<file path="config.mk">
export PLATFORM = sky130hd
export DESIGN_NAME = sda_scatter_unit
export DESIGN_NICKNAME = d
export VERILOG_FILES = /design/src/core/sda_pkg.sv /design/src/core/sda_scatter_unit.sv
export VERILOG_INCLUDE_DIRS = /design/src /design/src/core
export SDC_FILE = /design/constraint.sdc
export NUM_CORES = 2
export LEC_CHECK = 0
export ABC_CLOCK_PERIOD_IN_PS = 12700
export BUFFER_PORTS_ARGS = -buffer_cell sky130_fd_sc_hd__buf_2
export CAP_MARGIN = 20
export CORE_AREA = 5 5 736 738
export DETAILED_ROUTE_END_ITERATION = 6
export DIE_AREA = 0 0 741 743
export PLACE_DENSITY = 0.3
export SLEW_MARGIN = 5
export SYNTH_ARGS = -nofsm -noshare
export SYNTH_HDL_FRONTEND = slang
export SYNTH_SLANG_ARGS = --single-unit
</file>
<file path="constraint.sdc">
create_clock -name clock_i -period 12.7 [get_ports clock_i]
set_input_delay 0 -clock clock_i [delete_from_list [all_inputs] [get_ports clock_i]]
set_output_delay 0 -clock clock_i [all_outputs]
set_load 0.02 [all_outputs]
</file>
<file path="src/core/sda_defines.svh">
`ifndef SDA_DEFINES_SVH
`define SDA_DEFINES_SVH

// Register byte offsets on the APB side
`define SDA_REG_CTRL 5'h00
`define SDA_REG_SURF_BASE 5'h04
`define SDA_REG_SURF_ELEMS 5'h08
`define SDA_REG_STATUS 5'h0c
`define SDA_REG_MSG_COUNT 5'h10

// Register reset values
`define SDA_CTRL_RST 1'h1
`define SDA_SURF_BASE_RST 32'h0
`define SDA_SURF_ELEMS_RST 32'h0

// Field positions
`define SDA_CTRL_EN_BIT 0
`define SDA_STAT_BUSY_BIT 0
`define SDA_STAT_ERR_BIT 1
`define SDA_DESC_INV_BIT 13
`define SDA_DESC_BLK_HI 9
`define SDA_DESC_BLK_LO 8
`define SDA_DESC_DSZ_HI 11
`define SDA_DESC_DSZ_LO 10
`define SDA_DESC_LANES_BIT 8

// Descriptor codes
`define SDA_DSZ_1B 2'h0
`define SDA_DSZ_2B 2'h1
`define SDA_DSZ_4B 2'h2
`define SDA_BTI_STATELESS 8'hff

// Bounds element sizes (log2 bytes) and offset limits
`define SDA_DW_ELEM_SHIFT 4
`define SDA_BY_ELEM_SHIFT 2
`define SDA_DW_OFF_MAX 32'h03ff_ffff
`define SDA_BY_OFF_MAX 32'h0fff_ffff

`endif

</file>
<file path="src/core/sda_pkg.sv">
package sda_pkg;
    // Message family
    typedef enum logic {
        SDA_KIND_DWORD = 1'b0,
        SDA_KIND_BYTE = 1'b1
    } sda_kind_e;

    // One bit changes per step along idle -> issue -> wait -> issue ... -> reply -> idle, except issue -> reply
    typedef enum logic [1:0] {
        SDA_IDLE = 2'b00,
        SDA_ISSUE = 2'b01,
        SDA_WAIT = 2'b11,
        SDA_REPLY = 2'b10
    } sda_state_e;

    typedef logic [31:0] sda_word_t;
endpackage

</file>
<file path="src/core/sda_scatter_unit.sv">
`timescale 1ns/100ps
`include "sda_defines.svh"

module sda_scatter_unit
    import sda_pkg::*;
(
    input wire logic clock_i, // 20 MHz clock
    input wire logic resetn_i, // Async reset, active low
    // APB slave
    input wire logic psel_i, // Select
    input wire logic penable_i, // Access phase
    input wire logic pwrite_i, // Write
    input wire logic [4:0] paddr_i, // Byte address
    input wire logic [31:0] pwdata_i, // Write data
    output logic [31:0] prdata_o, // Read data
    output logic pready_o, // Ready
    output logic pslverr_o, // Unmapped address
    // Request message
    input wire logic msg_valid_i, // Message offered
    output logic msg_ready_o, // Message taken when valid too
    input wire logic msg_kind_i, // 0 DWord family, 1 byte family
    input wire logic msg_write_i, // 1 write, 0 read
    input wire logic [13:0] msg_desc_i, // Descriptor bits
    input wire logic msg_header_i, // Header present
    input wire logic [31:0] msg_global_off_i, // Header global offset
    input wire logic [31:0] msg_base_addr_i, // Header immediate base
    input wire logic [7:0] msg_bti_i, // Binding table index
    input wire logic [15:0] msg_exec_mask_i, // Execution mask
    input wire logic [511:0] msg_offsets_i, // Lane offsets, lane 0 low
    input wire logic [511:0] msg_wdata_i, // Lane write data
    // Memory side (cache)
    output logic mem_req_o, // Access request, held to ack
    output logic mem_we_o, // Write
    output logic [31:0] mem_addr_o, // Byte address
    output logic [1:0] mem_size_o, // 0:1 1:2 2:4 bytes
    output logic [31:0] mem_wdata_o, // Right-justified data
    output logic mem_inv_o, // Invalidate line after read
    input wire logic mem_ack_i, // Access done
    input wire logic [31:0] mem_rdata_i, // Right-justified data
    // Writeback to thread register file
    output logic wb_valid_o, // Reply offered
    input wire logic wb_ready_i, // Reply taken
    output logic [1:0] wb_regs_o, // Registers in reply
    output logic [511:0] wb_data_o, // Lane data, lane 0 low
    output logic [63:0] wb_byte_en_o, // Bytes to update
    output logic wb_error_o // Message refused
);

    // Register file
    logic ctrl_en_r;
    logic [31:0] surf_base_r;
    logic [31:0] surf_elems_r;
    logic err_r;
    logic [31:0] msg_count_r;

    // Message state
    sda_state_e state_r;
    sda_state_e state_nxt;
    sda_word_t off_r [16];
    sda_word_t wdat_r [16];
    sda_word_t rdat_r [16];
    logic [63:0] ben_r;
    logic kind_r;
    logic write_r;
    logic inv_r;
    logic stateless_r;
    logic [31:0] glob_r;
    logic [31:0] base_r;
    logic [15:0] mask_r;
    logic [4:0] lanes_r;
    logic [1:0] dsz_r;
    logic bad_r;
    logic [4:0] lane_r;

    logic accept;
    logic setup;
    logic msg_bad;
    logic [4:0] msg_lanes;
    logic [1:0] msg_dsz;
    logic [35:0] lane_byte;
    logic lane_ok;
    logic lane_on;
    logic lane_end;

    // Byte count of one lane access
    function automatic logic [35:0] size_bytes(input logic [1:0] dsz);
        case (dsz)
            `SDA_DSZ_1B: size_bytes = 36'h1;
            `SDA_DSZ_2B: size_bytes = 36'h2;
            default: size_bytes = 36'h4;
        endcase
    endfunction

    // Keeps only the low bytes of a slot
    function automatic logic [31:0] trim(input logic [31:0] d,
                                         input logic [1:0] dsz);
        case (dsz)
            `SDA_DSZ_1B: trim = {24'h0, d[7:0]};
            `SDA_DSZ_2B: trim = {16'h0, d[15:0]};
            default: trim = d;
        endcase
    endfunction

    assign setup = psel_i && !penable_i;
    assign accept = msg_valid_i && msg_ready_o;

    // Decode of the incoming descriptor
    always_comb begin
        msg_bad = 1'b0;
        msg_dsz = `SDA_DSZ_4B;
        if (msg_kind_i == SDA_KIND_DWORD) begin
            // Only codes 2 and 3 have the high bit set
            msg_lanes = msg_desc_i[`SDA_DESC_BLK_LO] ? 5'h10 : 5'h08;
            msg_bad = !msg_desc_i[`SDA_DESC_BLK_HI];
        end else begin
            msg_lanes = msg_desc_i[`SDA_DESC_LANES_BIT] ? 5'h10 : 5'h08;
            msg_dsz = msg_desc_i[`SDA_DESC_DSZ_HI:`SDA_DESC_DSZ_LO];
            if (msg_dsz == 2'h3) begin
                msg_bad = 1'b1;
            end
            if (msg_bti_i == `SDA_BTI_STATELESS) begin
                msg_bad = 1'b1; // Unsupported here
            end
        end
    end

    // Effective byte location and bounds check of the current lane
    always_comb begin
        logic [31:0] sum;
        logic [35:0] limit;
        logic [31:0] off_max;
        limit = 36'h0;
        off_max = 32'h0;
        sum = glob_r + off_r[lane_r[3:0]];
        if (kind_r == SDA_KIND_DWORD) begin
            lane_byte = {2'h0, sum, 2'h0}; // Offsets count DWords
            limit = {surf_elems_r, 4'h0}; // 16-byte elements
            off_max = `SDA_DW_OFF_MAX;
        end else begin
            lane_byte = {4'h0, sum}; // Offsets count bytes
            limit = {2'h0, surf_elems_r, 2'h0}; // 4-byte elements
            off_max = `SDA_BY_OFF_MAX;
        end
        // Stateless accesses have no surface to bound them
        lane_ok = (off_r[lane_r[3:0]] <= off_max)
                  && (stateless_r
                      || (lane_byte + size_bytes(dsz_r) <= limit));
        lane_on = mask_r[lane_r[3:0]];
        lane_end = (lane_r >= lanes_r);
    end

    // Next state
    always_comb begin
        state_nxt = state_r;
        case (state_r)
            SDA_IDLE: begin
                if (accept) begin
                    state_nxt = msg_bad ? SDA_REPLY : SDA_ISSUE;
                end
            end
            SDA_ISSUE: begin
                if (lane_end) begin
                    state_nxt = SDA_REPLY; // After all lanes
                end else if (lane_on && lane_ok) begin
                    state_nxt = SDA_WAIT;
                end
            end
            SDA_WAIT: begin
                if (mem_ack_i) begin
                    state_nxt = SDA_ISSUE;
                end
            end
            SDA_REPLY: begin
                if (wb_ready_i) begin
                    state_nxt = SDA_IDLE;
                end
            end
            default: state_nxt = SDA_IDLE;
        endcase
    end

    always_ff @(posedge clock_i or negedge resetn_i) begin
        if (!resetn_i) begin
            state_r <= SDA_IDLE;
        end else begin
            state_r <= state_nxt;
        end
    end

    // Ready only when idle and enabled; drops the cycle after a take
    always_ff @(posedge clock_i or negedge resetn_i) begin
        if (!resetn_i) begin
            msg_ready_o <= 1'b0;
        end else begin
            msg_ready_o <= (state_nxt == SDA_IDLE) && ctrl_en_r && !accept;
        end
    end

    // Message capture; the whole payload is held for the lane walk
    always_ff @(posedge clock_i or negedge resetn_i) begin
        if (!resetn_i) begin
            kind_r <= 1'b0;
            write_r <= 1'b0;
            inv_r <= 1'b0;
            stateless_r <= 1'b0;
            glob_r <= 32'h0;
            base_r <= 32'h0;
            mask_r <= 16'h0;
            lanes_r <= 5'h00;
            dsz_r <= 2'h0;
            bad_r <= 1'b0;
            for (int i = 0; i < 16; i++) begin
                off_r[i] <= 32'h0;
                wdat_r[i] <= 32'h0;
            end
        end else if (accept) begin
            kind_r <= msg_kind_i;
            write_r <= msg_write_i;
            // Only the DWord family honours invalidate, reads only
            inv_r <= !msg_write_i && (msg_kind_i == SDA_KIND_DWORD)
                     && msg_desc_i[`SDA_DESC_INV_BIT];
            // Base from the header when stateless
            stateless_r <= (msg_bti_i == `SDA_BTI_STATELESS);
            base_r <= (msg_bti_i == `SDA_BTI_STATELESS) ? msg_base_addr_i
                                                        : surf_base_r;
            glob_r <= msg_header_i ? msg_global_off_i : 32'h0;
            // Upper mask half ignored for 8-lane messages
            mask_r <= (msg_lanes == 5'h10) ? msg_exec_mask_i
                                           : {8'h00, msg_exec_mask_i[7:0]};
            lanes_r <= msg_lanes;
            dsz_r <= msg_dsz;
            bad_r <= msg_bad;
            for (int i = 0; i < 16; i++) begin
                off_r[i] <= msg_offsets_i[32*i +: 32];
                wdat_r[i] <= msg_wdata_i[32*i +: 32];
            end
        end
    end

    // Lane walk counter
    always_ff @(posedge clock_i or negedge resetn_i) begin
        if (!resetn_i) begin
            lane_r <= 5'h00;
        end else if (accept) begin
            lane_r <= 5'h00;
        end else if (state_r == SDA_ISSUE && !lane_end
                     && !(lane_on && lane_ok)) begin
            lane_r <= lane_r + 5'h01; // Skipped or zero-filled lane
        end else if (state_r == SDA_WAIT && mem_ack_i) begin
            lane_r <= lane_r + 5'h01;
        end
    end

    // Memory request, held until the cache acknowledges
    always_ff @(posedge clock_i or negedge resetn_i) begin
        if (!resetn_i) begin
            mem_req_o <= 1'b0;
            mem_we_o <= 1'b0;
            mem_addr_o <= 32'h0;
            mem_size_o <= 2'h0;
            mem_wdata_o <= 32'h0;
            mem_inv_o <= 1'b0;
        end else if (state_r == SDA_ISSUE && !lane_end && lane_on
                     && lane_ok) begin
            // Raw byte move, the surface format plays no part
            mem_req_o <= 1'b1;
            mem_we_o <= write_r;
            mem_addr_o <= base_r + lane_byte[31:0];
            mem_size_o <= dsz_r;
            mem_wdata_o <= trim(wdat_r[lane_r[3:0]], dsz_r);
            mem_inv_o <= inv_r;
        end else if (mem_ack_i) begin
            mem_req_o <= 1'b0;
        end
    end

    // Reply lanes; out-of-bounds lanes never reach memory and read back as zero
    always_ff @(posedge clock_i or negedge resetn_i) begin
        if (!resetn_i) begin
            ben_r <= 64'h0;
            for (int i = 0; i < 16; i++) begin
                rdat_r[i] <= 32'h0;
            end
        end else if (accept) begin
            ben_r <= 64'h0; // Disabled lanes stay untouched
            for (int i = 0; i < 16; i++) begin
                rdat_r[i] <= 32'h0;
            end
        end else if (!write_r) begin
            if (state_r == SDA_ISSUE && !lane_end && lane_on && !lane_ok) begin
                rdat_r[lane_r[3:0]] <= 32'h0;
                ben_r[4*lane_r[3:0] +: 4] <= (dsz_r == `SDA_DSZ_1B) ? 4'h1
                    : (dsz_r == `SDA_DSZ_2B) ? 4'h3 : 4'hf;
            end else if (state_r == SDA_WAIT && mem_ack_i) begin
                // Right-justified, lane n to position n
                rdat_r[lane_r[3:0]] <= trim(mem_rdata_i, dsz_r);
                ben_r[4*lane_r[3:0] +: 4] <= (dsz_r == `SDA_DSZ_1B) ? 4'h1
                    : (dsz_r == `SDA_DSZ_2B) ? 4'h3 : 4'hf;
            end
        end
        // Writes leave ben_r clear; out-of-bounds writes dropped
    end

    // Reply valid; raised once the whole walk is done, or the cycle after the take for a refused message
    always_ff @(posedge clock_i or negedge resetn_i) begin
        if (!resetn_i) begin
            wb_valid_o <= 1'b0;
            wb_error_o <= 1'b0;
        end else begin
            wb_valid_o <= (state_nxt == SDA_REPLY);
            wb_error_o <= (state_nxt == SDA_REPLY) && (accept ? msg_bad
                                                             : bad_r);
        end
    end

    // Error flag: hardware set wins over software clear
    always_ff @(posedge clock_i or negedge resetn_i) begin
        if (!resetn_i) begin
            err_r <= 1'b0;
        end else if (accept && msg_bad) begin
            err_r <= 1'b1;
        end else if (psel_i && penable_i && pwrite_i
                     && paddr_i == `SDA_REG_STATUS
                     && pwdata_i[`SDA_STAT_ERR_BIT]) begin
            err_r <= 1'b0;
        end
    end

    // Completed message counter
    always_ff @(posedge clock_i or negedge resetn_i) begin
        if (!resetn_i) begin
            msg_count_r <= 32'h0;
        end else if (state_r == SDA_REPLY && wb_ready_i) begin
            msg_count_r <= msg_count_r + 32'h1;
        end
    end

    // APB writes take effect in the access phase
    always_ff @(posedge clock_i or negedge resetn_i) begin
        if (!resetn_i) begin
            ctrl_en_r <= `SDA_CTRL_RST;
            surf_base_r <= `SDA_SURF_BASE_RST;
            surf_elems_r <= `SDA_SURF_ELEMS_RST;
        end else if (psel_i && penable_i && pwrite_i) begin
            case (paddr_i)
                `SDA_REG_CTRL: ctrl_en_r <= pwdata_i[`SDA_CTRL_EN_BIT];
                // Low two bits forced clear: base is DWord aligned
                `SDA_REG_SURF_BASE: surf_base_r <= {pwdata_i[31:2], 2'h0};
                `SDA_REG_SURF_ELEMS: surf_elems_r <= pwdata_i;
                default: ;
            endcase
        end
    end

    // Read data is prepared in the setup cycle so pready can be registered
    always_ff @(posedge clock_i or negedge resetn_i) begin
        if (!resetn_i) begin
            prdata_o <= 32'h0;
            pready_o <= 1'b0;
            pslverr_o <= 1'b0;
        end else begin
            pready_o <= setup;
            pslverr_o <= 1'b0;
            if (setup) begin
                prdata_o <= 32'h0;
                case (paddr_i)
                    `SDA_REG_CTRL: prdata_o <= {31'h0, ctrl_en_r};
                    `SDA_REG_SURF_BASE: prdata_o <= surf_base_r;
                    `SDA_REG_SURF_ELEMS: prdata_o <= surf_elems_r;
                    `SDA_REG_STATUS:
                        prdata_o <= {30'h0, err_r, state_r != SDA_IDLE};
                    `SDA_REG_MSG_COUNT: prdata_o <= msg_count_r;
                    default: pslverr_o <= 1'b1;
                endcase
            end
        end
    end

    assign wb_byte_en_o = ben_r;
    assign wb_regs_o = write_r ? 2'h0 : (lanes_r == 5'h10) ? 2'h2 : 2'h1;

    // Flatten reply lanes
    always_comb begin
        for (int i = 0; i < 16; i++) begin
            wb_data_o[32*i +: 32] = rdat_r[i];
        end
    end

endmodule // sda_scatter_unit

</file>
# Yosys cells after proc, flatten, opt, wreduce, memory -nomap -nowiden
# Index checks and enable logic that the tools add are counted.
dict set report op_classes {
  addsub 6
  n_mux 60
  magnitude_cmp 6
  bitwise 4
  n_shift 2
  n_eq_ne 14
  n_reduce_logical 44
}
# op n
set op_table {}
lappend op_table {{$mux W512} 4}
lappend op_table {{$and A512 B512 Y512} 1}
lappend op_table {{$bwmux W512} 1}
lappend op_table {{$not A512 Y512} 1}
lappend op_table {{$mux W32} 11}
lappend op_table {{$bmux W32 S4} 2}
lappend op_table {{$mux W64} 4}
lappend op_table {{$pmux W32 S5} 1}
lappend op_table {{$demux W32 S4} 1}
lappend op_table {{$pmux W32 S2} 2}
lappend op_table {{$add A32 B32 Y32} 2}
lappend op_table {{$bwmux W64} 1}
lappend op_table {{$shift A4 B34 Y64 const A} 1}
lappend op_table {{$shiftx A4 B34 Y64} 1}
lappend op_table {{$add A36 B36 Y36} 1}
lappend op_table {{$le A36 B36 Y1} 1}
lappend op_table {{$mux W36} 1}
lappend op_table {{$mux W34} 1}
lappend op_table {{$neg A6 Y34} 1}
lappend op_table {{$add A32 B1 Y32 const B} 1}
lappend op_table {{$le A32 B32 Y1} 1}
lappend op_table {{$mux W28} 1}
lappend op_table {{$logic_and A1 B1 Y1} 22}
lappend op_table {{$mux W5} 4}
lappend op_table {{other kinds (29)} 69}
dict set report word_totals {
  reg_bits 1901
  wordCells 214
  out_inout_bits 684
}

# Longest topological paths before layout
dict set report depth {
  depth_word 20
  depth_mapped 33
  mapped_depth_nobuf 27
}

# Worst setup path before layout
# OpenSTA, ideal clock, no wires.
dict set report synth_timing {
  kind {reg2reg}
  startpoint {reg lane_r[0]}
  endpoint {reg rdat_r, in the netlist wb_data_o[384]}
  setup_slack_ns 5.189
  setup_ns 0.068
  t_arrival_ns 7.443
  path_stages_with_launch 30
  path_cell_list {dfrtp_1 > buf_2 > buf_6 > buf_6 > buf_1 > buf_1 > mux4_2 > mux4_2 > ha_1 > clkbuf_1 > a21oi_1 > o21ai_0 > or3_1 > o2111ai_1 > a21boi_0 > nor3_1 > o21ai_0 > nor4_1 > xor2_1 > ha_1 > nand4_1 > nor4_1 > a41oi_1 > inv_1 > o22ai_1 > o41a_4 > buf_6 > a21oi_4 > buf_6 > a22o_1}
}
dict set report synth_via {
  elab_chain_cells 15
  word_cells_on_any_way 33
  cone_classes {2 x add/sub; 5 x order compare; 13 x mux; 3 x bitwise; 10 x reduce/logical}
}
# item line
set synth_lines {}
lappend synth_lines {{from (decl)} sda_scatter_unit.sv:73} ;# logic [4:0] lane_r;
lappend synth_lines {{from (signal assigned)} sda_scatter_unit.sv:248} ;# lane_r <= lane_r + 5'h01;
lappend synth_lines {{from (signal assigned)} sda_scatter_unit.sv:250} ;# lane_r <= lane_r + 5'h01;
lappend synth_lines {{$not A4 Y5 (implied by the code)} -}
lappend synth_lines {{$bmux W32 S4} {sda_scatter_unit.sv:134, sda_scatter_unit.sv:145}}
lappend synth_lines {{$mux W32 (implied by the code) (2 in series)} {sda_scatter_unit.sv:134, sda_scatter_unit.sv:145}}
lappend synth_lines {{$add A32 B32 Y32} sda_scatter_unit.sv:134} ;# sum = glob_r + off_r[lane_r[3:0]];
lappend synth_lines {{$mux W34} sda_scatter_unit.sv:135} ;# if (kind_r == SDA_KIND_DWORD) begin
lappend synth_lines {{$add A36 B36 Y36} sda_scatter_unit.sv:147} ;# || (lane_byte + size_bytes(dsz_r) <= limit));
lappend synth_lines {{$le A36 B36 Y1} sda_scatter_unit.sv:147}
lappend synth_lines {{$logic_or A1 B1 Y1} sda_scatter_unit.sv:147}
lappend synth_lines {{$logic_and A1 B1 Y1} sda_scatter_unit.sv:146} ;# && (stateless_r
lappend synth_lines {{$logic_not A1 Y1} sda_scatter_unit.sv:290} ;# if (state_r == SDA_ISSUE && !lane_end && lane_on && !lane_ok) begin
lappend synth_lines {{$logic_and A1 B1 Y1} sda_scatter_unit.sv:290}
lappend synth_lines {{$mux W512} sda_scatter_unit.sv:290}
lappend synth_lines {{$mux W512} sda_scatter_unit.sv:289} ;# end else if (!write_r) begin
lappend synth_lines {{$mux W512} sda_scatter_unit.sv:284} ;# end else if (accept) begin
lappend synth_lines {{to (signal, indexed assignment)} sda_scatter_unit.sv:296} ;# rdat_r[lane_r[3:0]] <= trim(mem_rdata_i, dsz_r);
lappend synth_lines {{to (decl)} sda_scatter_unit.sv:61} ;# sda_word_t rdat_r [16];
# Parallel ways exist; a longest one is shown, timed or not. The select of a mux whose other input is x is not followed.
# A chain may end at the register's enable or synchronous reset.

# Worst setup path in the final report
dict set report layout_timing {
  startpoint {reg lane_r[0]}
  endpoint {reg rdat_r, in the netlist wb_data_o[429]}
}
# The elaborated chain is that of the path after synthesis.

==> results.sh <==
export IMPL_slowest_delay_ns=0.94
export IMPL_start_util_pct=16.0
export IMPL_critical_path_slowest_cell="nor4b_1"
export IMPL_synthArstFlopShare_pct=100
export IMPL_crit_top_cell="buf_4"
export IMPL_critical_path_max_fanout=24
export IMPL_hold_ws_ns=0.0797
export IMPL_port_buffers=1880
export IMPL_via_per_inst=4.19
export IMPL_swShare_pct=39.9
export IMPL_cp_depth=26
export IMPL_overflow=0
export IMPL_critPathRequiredTime_ns=13.58
export IMPL_synth_edf_count=0
export IMPL_cp_start_kind="flip-flop"
export IMPL_cts_post_setup_buffers_inserted=0
export IMPL_drv_slew=0
export IMPL_syn_nets=9644
export IMPL_syn_to_final_growth_pct=57.9
export IMPL_ys_flop_type="dfrtp_1"
export IMPL_slew_headroom_pct=22.5
export IMPL_hold_viol_final=0
export IMPL_grt_setup_unrepaired="false"
export IMPL_final_cells=19700
export IMPL_power_frac_comb_pct=39.0
export IMPL_path_class="reg2reg"
export IMPL_die_height_um=743
export IMPL_h_tree_depth=4
export IMPL_grt_total_usage_pct=18.2
export IMPL_grt_max_degree=160
export IMPL_ys_seq_elements=1882
export IMPL_holdPathStages=4
export IMPL_fp_row_count=269
export IMPL_path_buf_inv=3
export IMPL_setup_tns_ns=0
export IMPL_grt_antenna_before_repair=287
export IMPL_postRouteAntennaNets=0
export IMPL_vias=82800
export IMPL_crit_family="compound AO/OA/AOI/OAI gates"
export IMPL_grt_pass1_wl_mm=711
export IMPL_p_leak_nw=65.8
export IMPL_clockBufferDepth=4
export IMPL_final_util_pct=25.3
export IMPL_drive_gt1_share_pct=23.1
export IMPL_core_area_um2=535000
export IMPL_yosysUniqueCellTypes=85
export IMPL_tightest_slew_ns=1.13
export IMPL_finalCritPeriodShare_pct=85.9
export IMPL_cts_buffers_inserted=244
export IMPL_hpwl_mm=398
export IMPL_cts_sinks=1882
export IMPL_min_path_type="in2reg"
export IMPL_grt_pass1_vias=86700
export IMPL_max_vdd_ir_drop_uv=130
export IMPL_cts_tree="done"
export IMPL_end_kind="flip-flop"
export IMPL_drt_total_wl_mm=518
export IMPL_gp_congestion=0.876
export IMPL_ff2ff_path_depth=26
export IMPL_clkLatencyLatePin_ns=0.98
export IMPL_post_place_cells=16800
export IMPL_seq_power_share_pct=33.4
export IMPL_fill_cells=58000
export IMPL_drtIter0Drc=5959
export IMPL_synthesis_area_um2=85600
export IMPL_drc=0
export IMPL_min_period_ns=10.91
export IMPL_finClkSkew_ns=0.132
export IMPL_design_power_total_w=0.0267
export IMPL_maxCapViolations=0
export IMPL_p_clk_share_pct=27.6
export IMPL_final_cell_mix="nand2_1 (3546), dlygate4sd3_1 (2371), buf_2 (1879)"
export IMPL_setup_viol=0
export IMPL_arrival_ns=11.78
export IMPL_die_w_um=741
export IMPL_final_common_cell="nand2_1"
export IMPL_synth_cells=8327
export IMPL_synth_top_area_share_pct=55.0
export IMPL_status="completed"
export IMPL_synth_top_area_cell="dfrtp_1"
export IMPL_seq_area_frac_synth_pct=55.0
export IMPL_cts_clk_slew_worst_paths_ns=0.06
export IMPL_p_per_area_nw_per_um2=197
export IMPL_die_area_um2=551000
export IMPL_yosys_warnings=0
export IMPL_io_pins=1890
export IMPL_synth_area_top_cells="dfrtp_1 (55%), nand2_1 (16%), mux4_2 (8.6%), a32o_1 (4.0%), clkbuf_1 (2.2%)"
export IMPL_final_nets=13700
export IMPL_max_freq_mhz=91.7
export IMPL_dr_pass1_iters=6
export IMPL_wire_per_inst_um=26.2
export IMPL_power_internal_w=0.0160
export IMPL_switching_power_w=0.0106
export IMPL_root_buffer="clkbuf_16"
export IMPL_syn_avg_cell_area_um2=10.3
layer usage:
metal	vias to the layer above	global-route usage [%]	share of wire, %	wire (µm)
met2	2846	30.7	48	247000
li1	36700	-	-	-
met5	-	0	0.13	688
met3	798	3.60	6.1	31700
met4	118	5.22	3.3	17100
met1	42300	23.5	43	222000
state kept, by name, summed over array words and instances (netlist names), 2 cells and up:
name and flops:
wb_data_o 512, base_r 32, lanes_r 2, off_r 512, mem_size_o 2, msg_count_r 32, lane_r 5, state_r 2
wb_byte_en_o 48, surf_base_r 30, glob_r 32, mem_addr_o 32, mask_r 16, dsz_r 2, mem_wdata_o 32, wdat_r 512
surf_elems_r 32, prdata_o 32
cell families (layout without fill, tap and decap cells):
group	Yosys count	in the layout	share of synthesized area, %
buffers and inverters	708	4921	3.56
muxes	486	486	10.5
other	0	149	0
AOI/OAI and AO/OA	1003	1003	9.56
DFF	1882	1882	55.0
adders and majority gates	111	111	1.65
xor gates and xnor gates	102	102	1.04
and+or+nand+nor	4035	4035	18.6
worst reg2reg max path, delay by kind of cell (launching register included):
| kind | cells | cell delay [ns] |
|---|---|---|
| fa+ha+maj | 2 | 0.75 |
| simple gates | 6 | 2.56 |
| compound gates | 12 | 4.24 |
| flops | 1 | 0.68 |
| buf+inv | 3 | 1.27 |
| xor+xnor | 1 | 0.18 |
| mux | 2 | 1.23 |
area by class of cell:
class	count	area, µm²	area share [%]
Antenna cell	149	373	0.276
Tap cell	7046	8820	6.52
Clock inverter	76	1140	0.845
Sequential cell	1882	47100	34.9
Multi-Input combinational cell	5737	35700	26.4
Clock buffer	367	7220	5.34
Inverter	63	236	0.175
Timing Repair Buffer	4415	34600	25.6
through the flow:
step	setup WS [ns]	area, µm²
global route	1.19	135000
detailed placement	1.70	103000
CTS	1.75	135000
global placement	1.71	103000
finish	1.79	135000
floorplan	5.19	85600
what timing repair did:
item                      4_1_cts  5_1_grt
hold buffers                 2372        0
hold endpoints to repair     2476        0
resized for setup               0        0
Yosys cell counts, types with 30 or more instances:
master / count
dfrtp_1: 1881
mux2_2: 68
a222oi_1: 31
a32o_1: 344
a22o_1: 139
nor3_1: 44
nand4_1: 44
xor2_1: 42
nand2_1: 3548
xnor2_1: 60
o21ai_0: 145
inv_1: 62
o21ai_1: 30
nand3_1: 129
a21o_1: 47
mux2i_1: 93
clkbuf_1: 497
mux4_2: 325
a21oi_1: 105
buf_6: 35
nor2_1: 112
ha_1: 108
buf_1: 65
path summary, 6_finish.rpt:
kind | startpoint | to | slack (ns)
setup / recovery | lane_r[0] | wb_data_o[429] | 1.79
hold / removal | msg_offsets_i[27] | off_r[507] | 0.08
setup reg to reg | lane_r[0] | wb_data_o[429] | 1.79
hold reg to reg | mem_wdata_o[13] | mem_wdata_o[13] | 0.46
max in group asynchronous | resetn_i | prdata_o[10] | 9.81
min in group asynchronous | resetn_i | mem_wdata_o[31] | 0.40
power groups by stage:
stage / logic (W) / clock network (W) / registers, W
after floorplan: 0.00567 / 0 / 0.00855
after global placement: 0.00997 / 0 / 0.00893
after detailed placement: 0.00999 / 0 / 0.00898
after CTS: 0.0107 / 0.00762 / 0.00889
after global routing: 0.0114 / 0.00784 / 0.00907
final: 0.0104 / 0.00736 / 0.00889
(Power assumes the default switching activity.)
